<file path="config.mk">
export PLATFORM = sky130hd
export DESIGN_NAME = radio_control_register_bank
export DESIGN_NICKNAME = d
export VERILOG_FILES = /design/src/radio_regs_pkg.sv /design/src/radio_control_register_bank.sv /design/src/wake_timer.sv
export VERILOG_INCLUDE_DIRS = /design/src
export SDC_FILE = /design/constraint.sdc
export NUM_CORES = 1
export LEC_CHECK = 0
export ABC_AREA = 1
export BUFFER_PORTS_ARGS = -buffer_cell sky130_fd_sc_hd__buf_2
export CAP_MARGIN = 25
export CORE_ASPECT_RATIO = 1.25
export CORE_UTILIZATION = 50
export DETAILED_ROUTE_END_ITERATION = 6
export HOLD_SLACK_MARGIN = 0.12
export PLACE_DENSITY = 0.78
export SLEW_MARGIN = 0
export SYNTH_ARGS = -nofsm -noshare
export SYNTH_HDL_FRONTEND = slang
export SYNTH_SLANG_ARGS = --single-unit
</file>
<file path="constraint.sdc">
create_clock -name pclk -period 5.2 [get_ports pclk]
set_input_delay 0.26 -clock pclk [delete_from_list [all_inputs] [get_ports pclk]]
set_output_delay 0.26 -clock pclk [all_outputs]
set_load 0.03 [all_outputs]
</file>
<file path="src/radio_regs_defines.svh">
`ifndef RADIO_REGS_DEFINES_SVH
`define RADIO_REGS_DEFINES_SVH

`define REG_COUNT          28
`define REG_IDX_TYPE       5'h00
`define REG_IDX_REV        5'h01
`define REG_IDX_STATE      5'h02
`define REG_IDX_FLAGS1     5'h03
`define REG_IDX_FLAGS2     5'h04
`define REG_IDX_MASK1      5'h05
`define REG_IDX_MASK2      5'h06
`define REG_IDX_OPCTL1     5'h07
`define REG_IDX_OPCTL2     5'h08
`define REG_IDX_XTAL       5'h09
`define REG_IDX_CLKOUT     5'h0a
`define REG_IDX_PIN0       5'h0b
`define REG_IDX_PIN1       5'h0c
`define REG_IDX_PIN2       5'h0d
`define REG_IDX_IOPORT     5'h0e
`define REG_IDX_ADCSET     5'h0f
`define REG_IDX_ADCOFFS    5'h10
`define REG_IDX_ADCVAL     5'h11
`define REG_IDX_TSCTL      5'h12
`define REG_IDX_TVOFFS     5'h13
`define REG_IDX_WTEXP      5'h14
`define REG_IDX_WTMHI      5'h15
`define REG_IDX_WTMLO      5'h16
`define REG_IDX_WTVHI      5'h17
`define REG_IDX_WTVLO      5'h18
`define REG_IDX_LDC        5'h19
`define REG_IDX_LBDT       5'h1a
`define REG_IDX_VBAT       5'h1b
`define REG_IDX_LAST       5'h1b

`define RST_MASK1          8'h00
`define RST_MASK2          8'h03
`define RST_OPCTL1         8'h01
`define RST_OPCTL2         8'h00
`define RST_XTAL           8'h7f
`define RST_CLKOUT         8'h06
`define RST_TSCTL          8'h20
`define RST_WTEXP          8'h03
`define RST_WTMHI          8'h00
`define RST_WTMLO          8'h01
`define RST_LDC            8'h00
`define RST_LBDT           8'h14
`define RST_ZERO           8'h00

`define WMASK_FULL         8'hff
`define WMASK_CLKOUT       8'h3f
`define WMASK_OPCTL1       8'h7f
`define WMASK_IOPORT       8'h7f
`define WMASK_ADCOFFS      8'h0f
`define WMASK_WTEXP        8'h1f
`define WMASK_LBDT         8'h1f
`define RMASK_STATE        8'hf3
`define RMASK_FIVE         8'h1f

`define BIT_SWRES          7
`define BIT_ENWT           5
`define BIT_IWUT           3
`define PADDR_IDX_HI       6
`define PADDR_IDX_LO       2
`define PADDR_TOP          7

`endif

</file>
<file path="src/radio_regs_pkg.sv">
package radio_regs_pkg;

	typedef enum logic {
		PH_IDLE   = 1'b0,
		PH_ACCESS = 1'b1
	} apb_phase_t;

	typedef struct packed {
		logic [7:0] dev_state;
		logic [7:0] events_first;
		logic [7:0] events_second;
		logic [7:0] adc_value;
		logic [4:0] battery_level;
	} radio_status_t;

	typedef struct packed {
		logic [7:0] operating_control_first;
		logic [7:0] operating_control_second;
		logic [7:0] crystal_load_trim;
		logic [7:0] host_clock_output;
		logic [7:0] pin0_function_select;
		logic [7:0] pin1_function_select;
		logic [7:0] pin2_function_select;
		logic [7:0] io_port_setup;
		logic [7:0] converter_setup;
		logic [7:0] sensor_amp_offset;
		logic [7:0] thermal_sensor_setup;
		logic [7:0] thermal_value_offset;
		logic [7:0] duty_cycle_on_time;
		logic [7:0] battery_alarm_threshold;
	} radio_cfg_t;

endpackage

</file>
<file path="src/radio_control_register_bank.sv">
// Implementation choice: register access over APB.
`timescale 1ns/10ps
`include "radio_regs_defines.svh"

//
// Overview of operation
// control byte at 07 resets to 01h, only oscillator enable set
// control byte at 08 resets to 00h; antenna select bits 7:5, flags below
// byte 14 holds 5-bit wake exponent, resets to 03h
// 16-bit wake mantissa: high byte 15 resets 00h, low byte 16 resets 01h
// wake count readable at 17 (high) and 18 (low), read only
// low duty on-duration at 19, read/write, resets to 00h
// battery threshold bits 4:0 at 1A, upper bits reserved, resets 14h
// amplifier offset bits 3:0 at 10, upper bits reserved, resets 00h
// reserved and constant-zero bits read zero and ignore writes
// host treats status and value registers as read-only, undefined at reset
module radio_control_register_bank #(
	parameter logic [4:0] TYPE_CODE = 5'h0a,  // arbitrary value
	parameter logic [4:0] REV_CODE  = 5'h01   // arbitrary value
) (
	input  wire logic                        pclk,
	input  wire logic                        presetn,
	input  wire logic                        psel,
	input  wire logic                        penable,
	input  wire logic                        pwrite,
	input  wire logic [7:0]                  paddr,
	input  wire logic [31:0]                 pwdata,
	output logic      [31:0]                 prdata,
	output logic                             pready,
	output logic                             pslverr,
	output logic                             irq,
	input  wire radio_regs_pkg::radio_status_t status,
	output radio_regs_pkg::radio_cfg_t        cfg
);
	import radio_regs_pkg::*;

	apb_phase_t  phase_ff;
	apb_phase_t  nxt_phase;
	logic [31:0] prdata_ff;
	logic [31:0] nxt_prdata;
	logic        pready_ff;
	logic        pslverr_ff;
	logic        irq_ff;
	logic        nxt_irq;
	logic        swres_ff;
	logic [7:0]  regs_ff [0:`REG_COUNT-1];
	logic [7:0]  flags_ff [0:1];
	logic [7:0]  nxt_flags [0:1];
	logic [7:0]  events [0:1];
	logic [7:0]  clr_bits [0:1];
	logic [4:0]  idx;
	logic        mapped;
	logic        setup;
	logic        access_done;
	logic        wr_en;
	logic [7:0]  wr_byte;
	logic [7:0]  rd_byte;
	logic [15:0] wake_count;
	logic        wake_expired;
	logic        wake_enable;

	function automatic logic reg_is_rw(input logic [4:0] i);
		unique case (i)
			`REG_IDX_MASK1, `REG_IDX_MASK2, `REG_IDX_OPCTL1,
			`REG_IDX_OPCTL2, `REG_IDX_XTAL, `REG_IDX_CLKOUT,
			`REG_IDX_PIN0, `REG_IDX_PIN1, `REG_IDX_PIN2,
			`REG_IDX_IOPORT, `REG_IDX_ADCSET, `REG_IDX_ADCOFFS,
			`REG_IDX_TSCTL, `REG_IDX_TVOFFS, `REG_IDX_WTEXP,
			`REG_IDX_WTMHI, `REG_IDX_WTMLO, `REG_IDX_LDC,
			`REG_IDX_LBDT: reg_is_rw = 1'b1;
			default:       reg_is_rw = 1'b0;
		endcase
	endfunction

	function automatic logic [7:0] reg_reset(input logic [4:0] i);
		unique case (i)
			`REG_IDX_MASK1:  reg_reset = `RST_MASK1;
			`REG_IDX_MASK2:  reg_reset = `RST_MASK2;
			`REG_IDX_OPCTL1: reg_reset = `RST_OPCTL1;
			`REG_IDX_OPCTL2: reg_reset = `RST_OPCTL2;
			`REG_IDX_XTAL:   reg_reset = `RST_XTAL;
			`REG_IDX_CLKOUT: reg_reset = `RST_CLKOUT;
			`REG_IDX_TSCTL:  reg_reset = `RST_TSCTL;
			`REG_IDX_WTEXP:  reg_reset = `RST_WTEXP;
			`REG_IDX_WTMHI:  reg_reset = `RST_WTMHI;
			`REG_IDX_WTMLO:  reg_reset = `RST_WTMLO;
			`REG_IDX_LDC:    reg_reset = `RST_LDC;
			`REG_IDX_LBDT:   reg_reset = `RST_LBDT;
			default:         reg_reset = `RST_ZERO;
		endcase
	endfunction

	// reserved bits are never stored, so they cannot read back nonzero
	function automatic logic [7:0] reg_wmask(input logic [4:0] i);
		unique case (i)
			`REG_IDX_OPCTL1:  reg_wmask = `WMASK_OPCTL1;
			`REG_IDX_CLKOUT:  reg_wmask = `WMASK_CLKOUT;
			`REG_IDX_IOPORT:  reg_wmask = `WMASK_IOPORT;
			`REG_IDX_ADCOFFS: reg_wmask = `WMASK_ADCOFFS;
			`REG_IDX_WTEXP:   reg_wmask = `WMASK_WTEXP;
			`REG_IDX_LBDT:    reg_wmask = `WMASK_LBDT;
			default:          reg_wmask = `WMASK_FULL;
		endcase
	endfunction

	// bus decode: each byte register takes one aligned word
	assign idx    = paddr[`PADDR_IDX_HI:`PADDR_IDX_LO];
	assign mapped = !paddr[`PADDR_TOP] && (idx <= `REG_IDX_LAST);
	assign setup  = psel && !penable;
	assign access_done = (phase_ff == PH_ACCESS) && psel && penable &&
		pready_ff;
	assign wr_en   = access_done && pwrite && mapped && reg_is_rw(idx);
	assign wr_byte = pwdata[7:0];

	// read mux; status values are live, so software sees no reset value
	always_comb begin
		rd_byte = 8'h00;
		unique case (idx)
			`REG_IDX_TYPE:   rd_byte = {3'b000, TYPE_CODE};
			`REG_IDX_REV:    rd_byte = {3'b000, REV_CODE};
			`REG_IDX_STATE:  rd_byte = status.dev_state & `RMASK_STATE;
			`REG_IDX_FLAGS1: rd_byte = flags_ff[0];
			`REG_IDX_FLAGS2: rd_byte = flags_ff[1];
			`REG_IDX_ADCVAL: rd_byte = status.adc_value;
			`REG_IDX_WTVHI:  rd_byte = wake_count[15:8];
			`REG_IDX_WTVLO:  rd_byte = wake_count[7:0];
			`REG_IDX_VBAT:   rd_byte = {3'b000, status.battery_level};
			default:         rd_byte = mapped ? regs_ff[idx] : 8'h00;
		endcase
	end

	assign nxt_prdata = (setup && !pwrite) ? {24'h000000, rd_byte} :
		32'h0000_0000;

	always_comb begin
		nxt_phase = phase_ff;
		unique case (phase_ff)
			PH_IDLE: begin
				if (setup) begin
					nxt_phase = PH_ACCESS;
				end
			end
			PH_ACCESS: begin
				if (access_done || !psel) begin
					nxt_phase = PH_IDLE;
				end
			end
		endcase
	end

	always_ff @(posedge pclk or negedge presetn) begin
		if (!presetn) begin
			phase_ff   <= PH_IDLE;
			pready_ff  <= 1'b0;
			pslverr_ff <= 1'b0;
			prdata_ff  <= 32'h0000_0000;
		end else begin
			phase_ff   <= nxt_phase;
			pready_ff  <= setup;
			pslverr_ff <= setup && !mapped;
			prdata_ff  <= nxt_prdata;
		end
	end

	// a software reset written to the first control byte restores the bank
	always_ff @(posedge pclk or negedge presetn) begin
		if (!presetn) begin
			swres_ff <= 1'b0;
		end else begin
			swres_ff <= wr_en && (idx == `REG_IDX_OPCTL1) &&
				wr_byte[`BIT_SWRES];
		end
	end

	genvar gi;
	generate
		for (gi = 0; gi < `REG_COUNT; gi = gi + 1) begin : g_reg
			if (reg_is_rw(5'(gi))) begin : g_rw
				always_ff @(posedge pclk or negedge presetn) begin
					if (!presetn) begin
						regs_ff[gi] <= reg_reset(5'(gi));
					end else if (swres_ff) begin
						regs_ff[gi] <= reg_reset(5'(gi));
					end else if (wr_en && idx == 5'(gi)) begin
						regs_ff[gi] <= wr_byte & reg_wmask(5'(gi));
					end
				end
			end else begin : g_ro
				assign regs_ff[gi] = 8'h00;
			end
		end
	endgenerate

	// sticky event flags, write one to clear; a new event beats the clear
	assign events[0] = status.events_first;
	assign events[1] = status.events_second |
		({7'h00, wake_expired} << `BIT_IWUT);

	generate
		for (gi = 0; gi < 2; gi = gi + 1) begin : g_flag
			assign clr_bits[gi] = (access_done && pwrite && mapped &&
				idx == 5'(`REG_IDX_FLAGS1 + gi)) ? wr_byte : 8'h00;
			assign nxt_flags[gi] = swres_ff ? events[gi] :
				((flags_ff[gi] & ~clr_bits[gi]) | events[gi]);
			always_ff @(posedge pclk or negedge presetn) begin
				if (!presetn) begin
					flags_ff[gi] <= 8'h00;
				end else begin
					flags_ff[gi] <= nxt_flags[gi];
				end
			end
		end
	endgenerate

	assign nxt_irq = |((nxt_flags[0] & regs_ff[`REG_IDX_MASK1]) |
		(nxt_flags[1] & regs_ff[`REG_IDX_MASK2]));

	always_ff @(posedge pclk or negedge presetn) begin
		if (!presetn) begin
			irq_ff <= 1'b0;
		end else begin
			irq_ff <= nxt_irq;
		end
	end

	// count restarts on any period write so the new period applies cleanly
	assign wake_enable = regs_ff[`REG_IDX_OPCTL1][`BIT_ENWT];

	wake_timer u_wake_timer (
		.pclk     (pclk),
		.presetn  (presetn),
		.enable   (wake_enable),
		.restart  (swres_ff || (wr_en && (idx == `REG_IDX_WTEXP ||
			idx == `REG_IDX_WTMHI || idx == `REG_IDX_WTMLO))),
		.exponent (regs_ff[`REG_IDX_WTEXP][4:0]),
		.mantissa ({regs_ff[`REG_IDX_WTMHI],
			regs_ff[`REG_IDX_WTMLO]}),
		.count    (wake_count),
		.expired  (wake_expired)
	);

	assign prdata  = prdata_ff;
	assign pready  = pready_ff;
	assign pslverr = pslverr_ff;
	assign irq     = irq_ff;

	assign cfg.operating_control_first  = regs_ff[`REG_IDX_OPCTL1];
	assign cfg.operating_control_second = regs_ff[`REG_IDX_OPCTL2];
	assign cfg.crystal_load_trim        = regs_ff[`REG_IDX_XTAL];
	assign cfg.host_clock_output        = regs_ff[`REG_IDX_CLKOUT];
	assign cfg.pin0_function_select     = regs_ff[`REG_IDX_PIN0];
	assign cfg.pin1_function_select     = regs_ff[`REG_IDX_PIN1];
	assign cfg.pin2_function_select     = regs_ff[`REG_IDX_PIN2];
	assign cfg.io_port_setup            = regs_ff[`REG_IDX_IOPORT];
	assign cfg.converter_setup          = regs_ff[`REG_IDX_ADCSET];
	assign cfg.sensor_amp_offset        = regs_ff[`REG_IDX_ADCOFFS];
	assign cfg.thermal_sensor_setup     = regs_ff[`REG_IDX_TSCTL];
	assign cfg.thermal_value_offset     = regs_ff[`REG_IDX_TVOFFS];
	assign cfg.duty_cycle_on_time       = regs_ff[`REG_IDX_LDC];
	assign cfg.battery_alarm_threshold  = regs_ff[`REG_IDX_LBDT];
endmodule

</file>
<file path="src/wake_timer.sv">
`timescale 1ns/10ps
`include "radio_regs_defines.svh"

module wake_timer (
	input  wire logic        pclk,
	input  wire logic        presetn,
	input  wire logic        enable,
	input  wire logic        restart,
	input  wire logic [4:0]  exponent,
	input  wire logic [15:0] mantissa,
	output logic      [15:0] count,
	output logic             expired
);
	logic [31:0] prescale_ff;
	logic [15:0] count_ff;
	logic        expired_ff;
	logic [31:0] low_mask;
	logic        tick;
	logic        reach;

	// prescaler divides pclk by two to the power of the exponent
	assign low_mask = (32'h0000_0001 << exponent) - 32'h0000_0001;
	assign tick     = enable && ((prescale_ff & low_mask) == low_mask);
	assign reach    = tick && (count_ff >= mantissa);
	assign count    = count_ff;
	assign expired  = expired_ff;

	always_ff @(posedge pclk or negedge presetn) begin
		if (!presetn) begin
			prescale_ff <= 32'h0000_0000;
			count_ff    <= 16'h0000;
			expired_ff  <= 1'b0;
		end else begin
			prescale_ff <= (restart || !enable) ? 32'h0000_0000 :
				prescale_ff + 32'h0000_0001;
			count_ff    <= (restart || !enable || reach) ? 16'h0000 :
				(tick ? count_ff + 16'h0001 : count_ff);
			expired_ff  <= reach && !restart;
		end
	end
endmodule

</file>
# [Word-level counts from Yosys, hierarchy flattened]
# Memories as Yosys holds them, arrays and structs flattened.
# Cells that the tools add are included.
[word_totals] word_cells=204 mem_bits_ro=32 input_bits=82 reg_bits=230 output_inout_bits=147 memories=1
[mem_list] memory="(name not given)" words=32 width=1 read_ports=1 rd_clocked_by_memory_dff=0 write_ports=0 line_no="radio_control_register_bank.sv:63" rtl="unique case (i)"
[op_classes] n_reduce_logical=71 addsub=3 muxes=54 eq_ne=28 bitwise_logic=13 n_shift=1 n_lt_le_gt_ge=3
[ops] op="$mux W8" n=46
[ops] op="$pmux W8 S9" n=1
[ops] op="$eq A5 B5 Y1 const B" n=12
[ops] op="$bmux W8 S5" n=1
[ops] op="$eq A5 B4 Y1 const B" n=8
[ops] op="$reduce_bool A2 Y1" n=20
[ops] op="$logic_and A1 B1 Y1" n=36
[ops] op="$add A32 B1 Y32 const B" n=1
[ops] op="$and A32 B32 Y32" n=1
[ops] op="$and A8 B8 Y8" n=4
[ops] op="$eq A32 B32 Y1" n=1
[ops] op="$mux W16" n=2
[ops] op="$mux W32" n=1
[ops] op="$shl A1 B5 Y32 const A" n=1
[ops] op="$sub A32 B1 Y32 const B" n=1
[ops] op="$or A8 B8 Y8" n=3
[ops] op="$eq A5 B3 Y1 const B" n=4
[ops] op="$add A16 B1 Y16 const B" n=1
[ops] op="$ge A16 B16 Y1" n=1
[ops] op="$not A8 Y8" n=2
[ops] op="$eq A5 B2 Y1 const B" n=2
[ops] op="$or A8 B4 Y8" n=1
[ops] op="$reduce_or A8 Y1" n=1
[ops] op="$logic_not A1 Y1" n=7
[ops] op="9 further kinds" n=15

# [Logic depth before layout (Yosys ltp)]
# Gate-level depths: netlist (run 1).
[logic_depth] word_depth=14 mapped_depth=21

# [By module]
# Synthesis (run 1) repeated with hierarchy kept, for this count alone.
[hier_totals] cells_unflattened=1862 hier_area_um2=14062.2
[modules_own_cells] module="radio_control_register_bank" instances=1 cells_per_inst=1213 area_each_um2=9601.7
[modules_own_cells] module="wake_timer" instances=1 cells_per_inst=649 area_each_um2=4460.5

# [Worst setup path before layout (run 1)]
# OpenSTA, ideal clock, no wires.
[synth_path] kind="flip-flop to flip-flop" startpoint="register regs_ff[56] in the netlist's numbering" endpoint="register u_wake_timer.count_ff[7], in the netlist u_wake_timer.count[7]" path_slack_ns=2.552 arrival_ns=2.530 required_ns=5.082 period_less_slack_ns=2.648 setup_time_ns=0.118 path_stages_with_launch=22 cell_sequence="dfstp_2 > buf_6 > inv_4 > nor3_2 > nand2_1 > ha_1 > nor2_1 > a21oi_1 > nand2_1 > nor2_1 > nand2_1 > nor2_1 > nand2_1 > nor2_1 > nand3_1 > nor2_1 > nand3_1 > nor2_8 > nor2_8 > buf_12 > nand2_1 > nand2_1"
[synth_between] elab_chain_len=8 word_cells_on_any_way=9 cone_classes="add/sub: 1; eq/ne: 1; shift: 1; mux: 1; bitwise: 1; reduce/logical: 4"
[synth_lines] item="from (decl)" line_no="radio_control_register_bank.sv:46" rtl="logic [7:0] regs_ff [0:`REG_COUNT-1];"
[synth_lines] item="from (signal, indexed assignment)" line_no="radio_control_register_bank.sv:181" rtl="regs_ff[gi] <= reg_reset(5'(gi));"
[synth_lines] item="from (signal, indexed assignment)" line_no="radio_control_register_bank.sv:183" rtl="regs_ff[gi] <= reg_reset(5'(gi));"
[synth_lines] item="from (signal, indexed assignment)" line_no="radio_control_register_bank.sv:185" rtl="regs_ff[gi] <= wr_byte & reg_wmask(5'(gi));"
[synth_lines] item="$shl A1 B5 Y32 (*)" line_no="wake_timer.sv:22" rtl="assign low_mask = (32'h0000_0001 << exponent) - 32'h0000_0001;"
[synth_lines] item="$sub A32 B1 Y32 (*)" line_no="wake_timer.sv:22"
[synth_lines] item="$and A32 B32 Y32" line_no="wake_timer.sv:23" rtl="assign tick = enable && ((prescale_ff & low_mask) == low_mask);"
[synth_lines] item="$eq A32 B32 Y1 (*)" line_no="wake_timer.sv:23"
[synth_lines] item="$logic_and A1 B1 Y1 (*)" line_no="wake_timer.sv:23"
[synth_lines] item="$logic_and A1 B1 Y1" line_no="wake_timer.sv:24" rtl="assign reach = tick && (count_ff >= mantissa);"
[synth_lines] item="$logic_or A1 B1 Y1" line_no="wake_timer.sv:36" rtl="count_ff <= (restart || !enable || reach) ? 16'h0000 :"
[synth_lines] item="$mux W16 or $reduce_bool A2 Y1 (tied branches)"
[synth_lines] item="to (signal assigned)" line_no="wake_timer.sv:36"
[synth_lines] item="to (decl)" line_no="wake_timer.sv:15" rtl="logic [15:0] count_ff;"
# Mark *: on every way between the ends. The rest lies on a longest branch, timed or not.
# A chain may end at the register's enable or synchronous reset.

# [Final worst setup path (run 1)]
[layout_path] startpoint="register regs_ff[56] in the netlist's numbering" endpoint="register u_wake_timer.count_ff[0], in the netlist u_wake_timer.count[0]"
# Same word-level chain as after synthesis.

==> results of run 1 <==
worst register-to-register path, delay by kind of cell, from the launching register on:
family          cells  cell delay [ps]
simple gates       16             1960
flops               1              710
fa+ha+maj           1              290
compound gates      1              130
buf+inv             1              120
cell families after synthesis:
family	Yosys count	synth area share, %
xor+xnor	27	1.77
compound gates	339	15.2
other cells	1	0.0280
buf+inv	370	15.1
fa+ha+maj	24	2.25
flops	215	40.4
simple gates	742	25.2
layout make-up:
class                           instances  area, um2  share of cell area, %
Clock buffer                           32        669                   4.59
Tap cell                              340        425                   2.92
Clock inverter                         10        169                   1.16
Sequential cell                       215       5400                   37.0
Inverter                              168        641                   4.39
Timing Repair Buffer                  203       1200                   8.26
Multi-Input combinational cell       1167       6070                   41.6
flip-flops by register name, indices dropped and copies added (netlist names), 8 cells and up:
name	flops
cfg	101
regs_ff	37
u_wake_timer.count	16
u_wake_timer.prescale_ff	31
flags_ff	16
prdata	8
power breakdown:
part	internal, W	switching, W	total [W]
logic	0.000164	0.000428	0.000592
clock network	0.00110	0.000702	0.00181
registers	0.00173	0.0000569	0.00179
stage by stage:
stage | total power (W) | std cells | utilization (%) | hold slack (ps)
6_report | 0.00419 | 2135 | 55.7 | 156
5_1_grt | 0.00434 | 2135 | 55.7 | 176
4_1_cts | 0.00420 | 2134 | 55.7 | 139
3_5_place_dp | 0.00238 | 2063 | 51.4 | 389
3_3_place_gp | 0.00237 | 2063 | 51.4 | 384
2_1_floorplan | 0.00224 | 1752 | - | -35.6
routing by layer:
| layer | share of wire, % | global-route usage, % | routed length [um] |
|---|---|---|---|
| met1 | 41 | 39.9 | 16800 |
| met2 | 46 | 48.0 | 18800 |
| met3 | 8.7 | 5.74 | 3570 |
| met4 | 4.9 | 14.2 | 2000 |
| met5 | 0 | 0 | 0 |
how the worst min path moves through the flow:
| stage | startpoint | endpoint | slack (ps) | depth (start not counted) |
|---|---|---|---|---|
| 3_5_place_dp | presetn | cfg[59] | 390 | 1 |
| 6_report | pwdata[1] | cfg[81] | 160 | 3 |
| 4_1_cts | pwdata[1] | cfg[81] | 140 | 3 |
| 5_1_grt | pwdata[1] | cfg[81] | 180 | 3 |
| 2_1_floorplan | presetn | cfg[0] | -40 | 0 |
| 3_3_place_gp | presetn | cfg[59] | 380 | 1 |
cells in the mapped netlist (13+ instances only):
master    count
a21oi_1      54
a221oi_1     14
buf_2        23
buf_4       138
clkbuf_1     28
dfrtp_1     197
dfstp_2      18
ha_1         24
inv_1       150
nand2_1     404
nand2_2      19
nand3_1      68
nand4_1      37
nor2_1      122
nor3_1       35
o21ai_0     169
o21ai_1      13
o21bai_1     15
o221ai_1     16
xor2_1       26
==> results.toml, run 1 <==
[run_status]
outcome = "completed"

[timing]
relSlewSlack_pct = 40.5
slew_viol_final = 0
fin_crit_ps = 3300
grt_setup_unrepaired = "no"
finalHoldViolations = 0
setup_tns_ps = 0
fin_crit_sh_pct = 63.5
fmax_mhz = 303
worst_slew_pin_slew_ps = 886
skew_ps = 18.3
setup_ws_ps = 1900
setup_viol = 0

[finish]
num-fill-cells = 2422
final_common_cell = "nand2_1"
area_growth_pct = 9.09
antenna_cells = 0
mostFrequentLayoutCells = "404 x nand2_1, 197 x dfrtp_1, 169 x o21ai_0, 164 x buf_2, 150 x inv_1"
fin_nets = 1884
layout-drive-gt1-share_pct = 17.0
final_area_mm2 = 0.0146

[logic_synthesis]
synth_area_mm2 = 0.0134
ys_seq_elements = 215
yosysWarningCount = 0
yosysTopAreaCellShare_pct = 36.9
ys_seq_area_share_pct = 40.4
synth_edf_count = 0
syn_avg_cell_area_um2 = 7.78
synthCells = 1718
synthDistinctLibCells = 58
synth_largest_area_cell = "dfrtp_1"
synth_area_leaders = "dfrtp_1 37%, nand2_1 11%, buf_4 7.7%"
synthFlopType = "dfrtp_1"
ys_async_sr_fraction_pct = 100

[setup_path]
worstPathArrival_ps = 3720
crit_cells = 19
reg2reg_slack_ps = 1900
worstPathRequired_ps = 5620
crit_slowest_cell = "dfstp_2"
startpoint = "regs_ff[56]"
ff2ff_path_depth = 19
slowest_delay_ps = 710
crit_type = "flop to flop"
r2r_end = "u_wake_timer.count[0]"
startpoint_type = "flop"
r2r_start = "regs_ff[56]"
cp-endpoint = "u_wake_timer.count[0]"
worst_path_most_repeated_cell = "nand2_1"
worst-path-buf-inv = 1
crit_family = "simple AND/OR/NAND/NOR gates"
path_cells = "inv_4, nor3_2, nand2_1, ha_1, nor2_1, a21oi_1, nand2_1, nor2_1, nand2_1, nor2_1, nand2_1, nor2_1, nand3_1, nor2_1, nand3_1, nor2_8, nor2_8, nand2_1, nand2_1"
crit_path_max_fanout = 17
critPathCaptureType = "flop"

[die]
rows = 66
io_pins = 229
die_area_mm2 = 0.0274
start_util_pct = 51.1
core-area_mm2 = 0.0262
die_y_um = 185
die_w_um = 148

[place]
port_buffers = 165
dpl-instance-area_mm2 = 0.0134
preCtsSetupSlack_ps = 1630
dp_hpwl_um = 29800
gp_congestion = 0.994

[power]
ir_drop_mv = 0.214
p_leak_nw = 7.24
power_density_mw_per_mm2 = 287

[cts]
cts_setup_buffers = 0
clock_path_buffers = 3
htreeDepth = 1
cts_resized = 0
numClockSinks = 215
cts_tree = "built"
cts_made_buffers = 23
clk-insertion-delay-late_ps = 550
cts-root-buf = "clkbuf_16"
ctsHoldBuffers = 29
clk_pin_slew_worst_paths_ps = 60

[drt]
via_count = 12300
drt_wl_total_um = 41200
wl_per_cell_um = 19.3
dr.pass1.iters = 6
postRouteAntennaNets = 0
vias_per_cell = 5.74
drtIter0Drc = 1398
drc = 0

[grt]
globalRouteTotalUtil_pct = 30.3
grt_remaining_overflow = 0
antenna_found_initial = 0
first_global_vias = 11500
grt_pass1_wl_um = 64100
grt_max_degree = 120

[min_path]
hp-class = "primary input to flop"

[job]
drv_cap = 0
Note: power is estimated with default switching activity, not from simulation.
==> run 2, diff against run 1 <==
--- a/config.mk
+++ b/config.mk
@@ -13,7 +13,7 @@
 export CORE_UTILIZATION = 50
 export DETAILED_ROUTE_END_ITERATION = 6
 export HOLD_SLACK_MARGIN = 0.12
-export PLACE_DENSITY = 0.78
+export PLACE_DENSITY = 0.81
 export SLEW_MARGIN = 0
 export SYNTH_ARGS = -nofsm -noshare
 export SYNTH_HDL_FRONTEND = slang
==> constraint.sdc (replaced) <==
create_clock -name pclk -period 2.8 [get_ports pclk]
set_input_delay 0.14 -clock pclk [delete_from_list [all_inputs] [get_ports pclk]]
set_output_delay 0.14 -clock pclk [all_outputs]
set_load 0.03 [all_outputs]
==> run 2 against run 1 <==
Combinational power increased by 100%. Critical path depth did not move. Via count up 3.5%. Global-route usage increased by 1.2 points. Core utilization increased by 2.7 points. First-iteration DRC count fell by 6.8%. Sequential share of layout area shrank 1.7 points. Worst hold slack lost 35 ps. Die area unchanged. Critical path type unchanged. Largest power group unchanged. Highest routed layer unchanged.
==> results.toml, run 2 (same netlist as run 1, synthesis figures left out) <==
[grt]
first_global_vias = 12200
globalRouteTotalUtil_pct = 31.5
antenna_found_initial = 0
grt_remaining_overflow = 0
grt_max_degree = 72
grt_pass1_wl_um = 66800

[cts]
clk_pin_slew_worst_paths_ps = 70
numClockSinks = 215
cts_made_buffers = 23
htreeDepth = 1
clock_path_buffers = 3
cts-root-buf = "clkbuf_16"
cts_setup_buffers = 0
clk-insertion-delay-late_ps = 540
cts_tree = "built"

[finish]
mostFrequentLayoutCells = "403 x nand2_1, 197 x dfrtp_1, 169 x o21ai_0, 164 x buf_2, 150 x inv_1"
layout-drive-gt1-share_pct = 20.0
largest_reg_flops = 101
fin_nets = 1951
antenna_cells = 0
final_cells = 2202
area_growth_pct = 14.4
final_common_cell = "nand2_1"

[die]
start_util_pct = 51.1
core-area_mm2 = 0.0262
die_w_um = 148
io_pins = 229
die_area_mm2 = 0.0274
die_y_um = 185
rows = 66

[drt]
postRouteAntennaNets = 0
drt_wl_total_um = 43200
vias_per_cell = 5.77
via_count = 12700
drtIter0Drc = 1303
drc = 0
wl_per_cell_um = 19.6
dr.pass1.iters = 6

[setup_path]
crit_type = "flop to flop"
startpoint_type = "flop"
worst-path-buf-inv = 2
worstPathRequired_ps = 3280
worst_path_most_repeated_cell = "nand2_1"
crit_family = "simple AND/OR/NAND/NOR gates"
crit_slowest_cell = "dfstp_2"
critPathCaptureType = "flop"
worstPathArrival_ps = 3100
crit_path_max_fanout = 6
slowest_delay_ps = 580
path_cells = "inv_4, nor3_4, nand2_2, ha_4, nor2_2, a21oi_2, nand2_1, nor2_1, nand2_1, nor2_1, nand2_1, nor2_2, nand3_2, nor2_4, nand3_4, nor2_8, clkbuf_16, nand4_1, nand2_1"

[timing]
slew_viol_final = 0
relSlewSlack_pct = 54.2
fin_crit_ps = 2630
finalHoldViolations = 0
fin_crit_sh_pct = 93.9
setup_viol = 0
skew_ps = 14.8
worst_slew_pin_slew_ps = 686
fmax_mhz = 380

[power]
power_density_mw_per_mm2 = 515
p_leak_nw = 7.56
power_w = 0.00787
ir_drop_mv = 0.406

[job]
drv_cap = 0

[run_status]
outcome = "completed"

[place]
dp.cells = 2117
port_buffers = 165
gp_congestion = 0.992
dp_hpwl_um = 31000

[min_path]
hp-class = "primary input to async pin"
==> run 2: cell count changes in the layout (fill, tap and decap cells not counted), sizes merged <==
| cell | before | now |
|---|---|---|
| buf | 173 | 226 |
| dlygate4sd3 | 29 | 42 |
| clkinvlp | 0 | 3 |
| clkinv | 10 | 8 |
==> run 2: final timing paths <==
kind	from	endpoint	slack, ps	cells after the start
worst max register to register	regs_ff[56]	u_wake_timer.count[15]	170	19
min in group pclk	status[3]	prdata[3]	140	5
worst min-delay path	presetn	cfg[58]	120	2
worst min register to register	pready	phase_ff	500	1
max in group asynchronous	presetn	cfg[91]	1810	3
worst max-delay path	regs_ff[56]	u_wake_timer.count[15]	170	19
==> run 2: cell type report <==
cell class / count / area (um2)
Multi-Input combinational cell: 1167 / 6150
Tap cell: 340 / 425
Timing Repair Buffer: 270 / 1850
Clock buffer: 31 / 656
Clock inverter: 11 / 178
Inverter: 168 / 641
Sequential cell: 215 / 5400
Fill cell: 2333 / 10900
==> run 2: what timing repair did <==
item,4_1_cts,5_1_grt
hold endpoints to repair,228,0
hold buffers,42,0
endpoints found under the setup margin,0,16
resized for setup,0,19
==> run 2: per-stage QoR <==
| step | setup WS (ps) | hold slack (ps) | area, um2 | util [%] | setup TNS, ps |
|---|---|---|---|---|---|
| after floorplan | 152 | -156 | 13500 | - | 0 |
| after global placement | 130 | 140 | 13900 | 53.3 | 0 |
| after detailed placement | 77.4 | 146 | 13900 | 53.3 | 0 |
| after CTS | 61.6 | 129 | 15200 | 58.0 | 0 |
| after global routing | -3.53 | 163 | 15300 | 58.4 | -7.61 |
| final | 172 | 122 | 15300 | 58.4 | 0 |
==> run 2: per-layer routing <==
metal	track usage [%]	share of wire (%)	up-vias
met1	40.3	39	6055
met2	52.4	47	735
met5	0	0	-
li1	-	-	5775
met4	15.0	4.5	0
met3	4.51	9.0	131
==> run 2: where the power goes <==
| group | switching (W) | total [W] | internal [W] |
|---|---|---|---|
| clock network | 0.00134 | 0.00337 | 0.00203 |
| logic | 0.000837 | 0.00119 | 0.000354 |
| registers | 0.0000957 | 0.00331 | 0.00322 |
| total | 0.00228 | 0.00787 | 0.00560 |
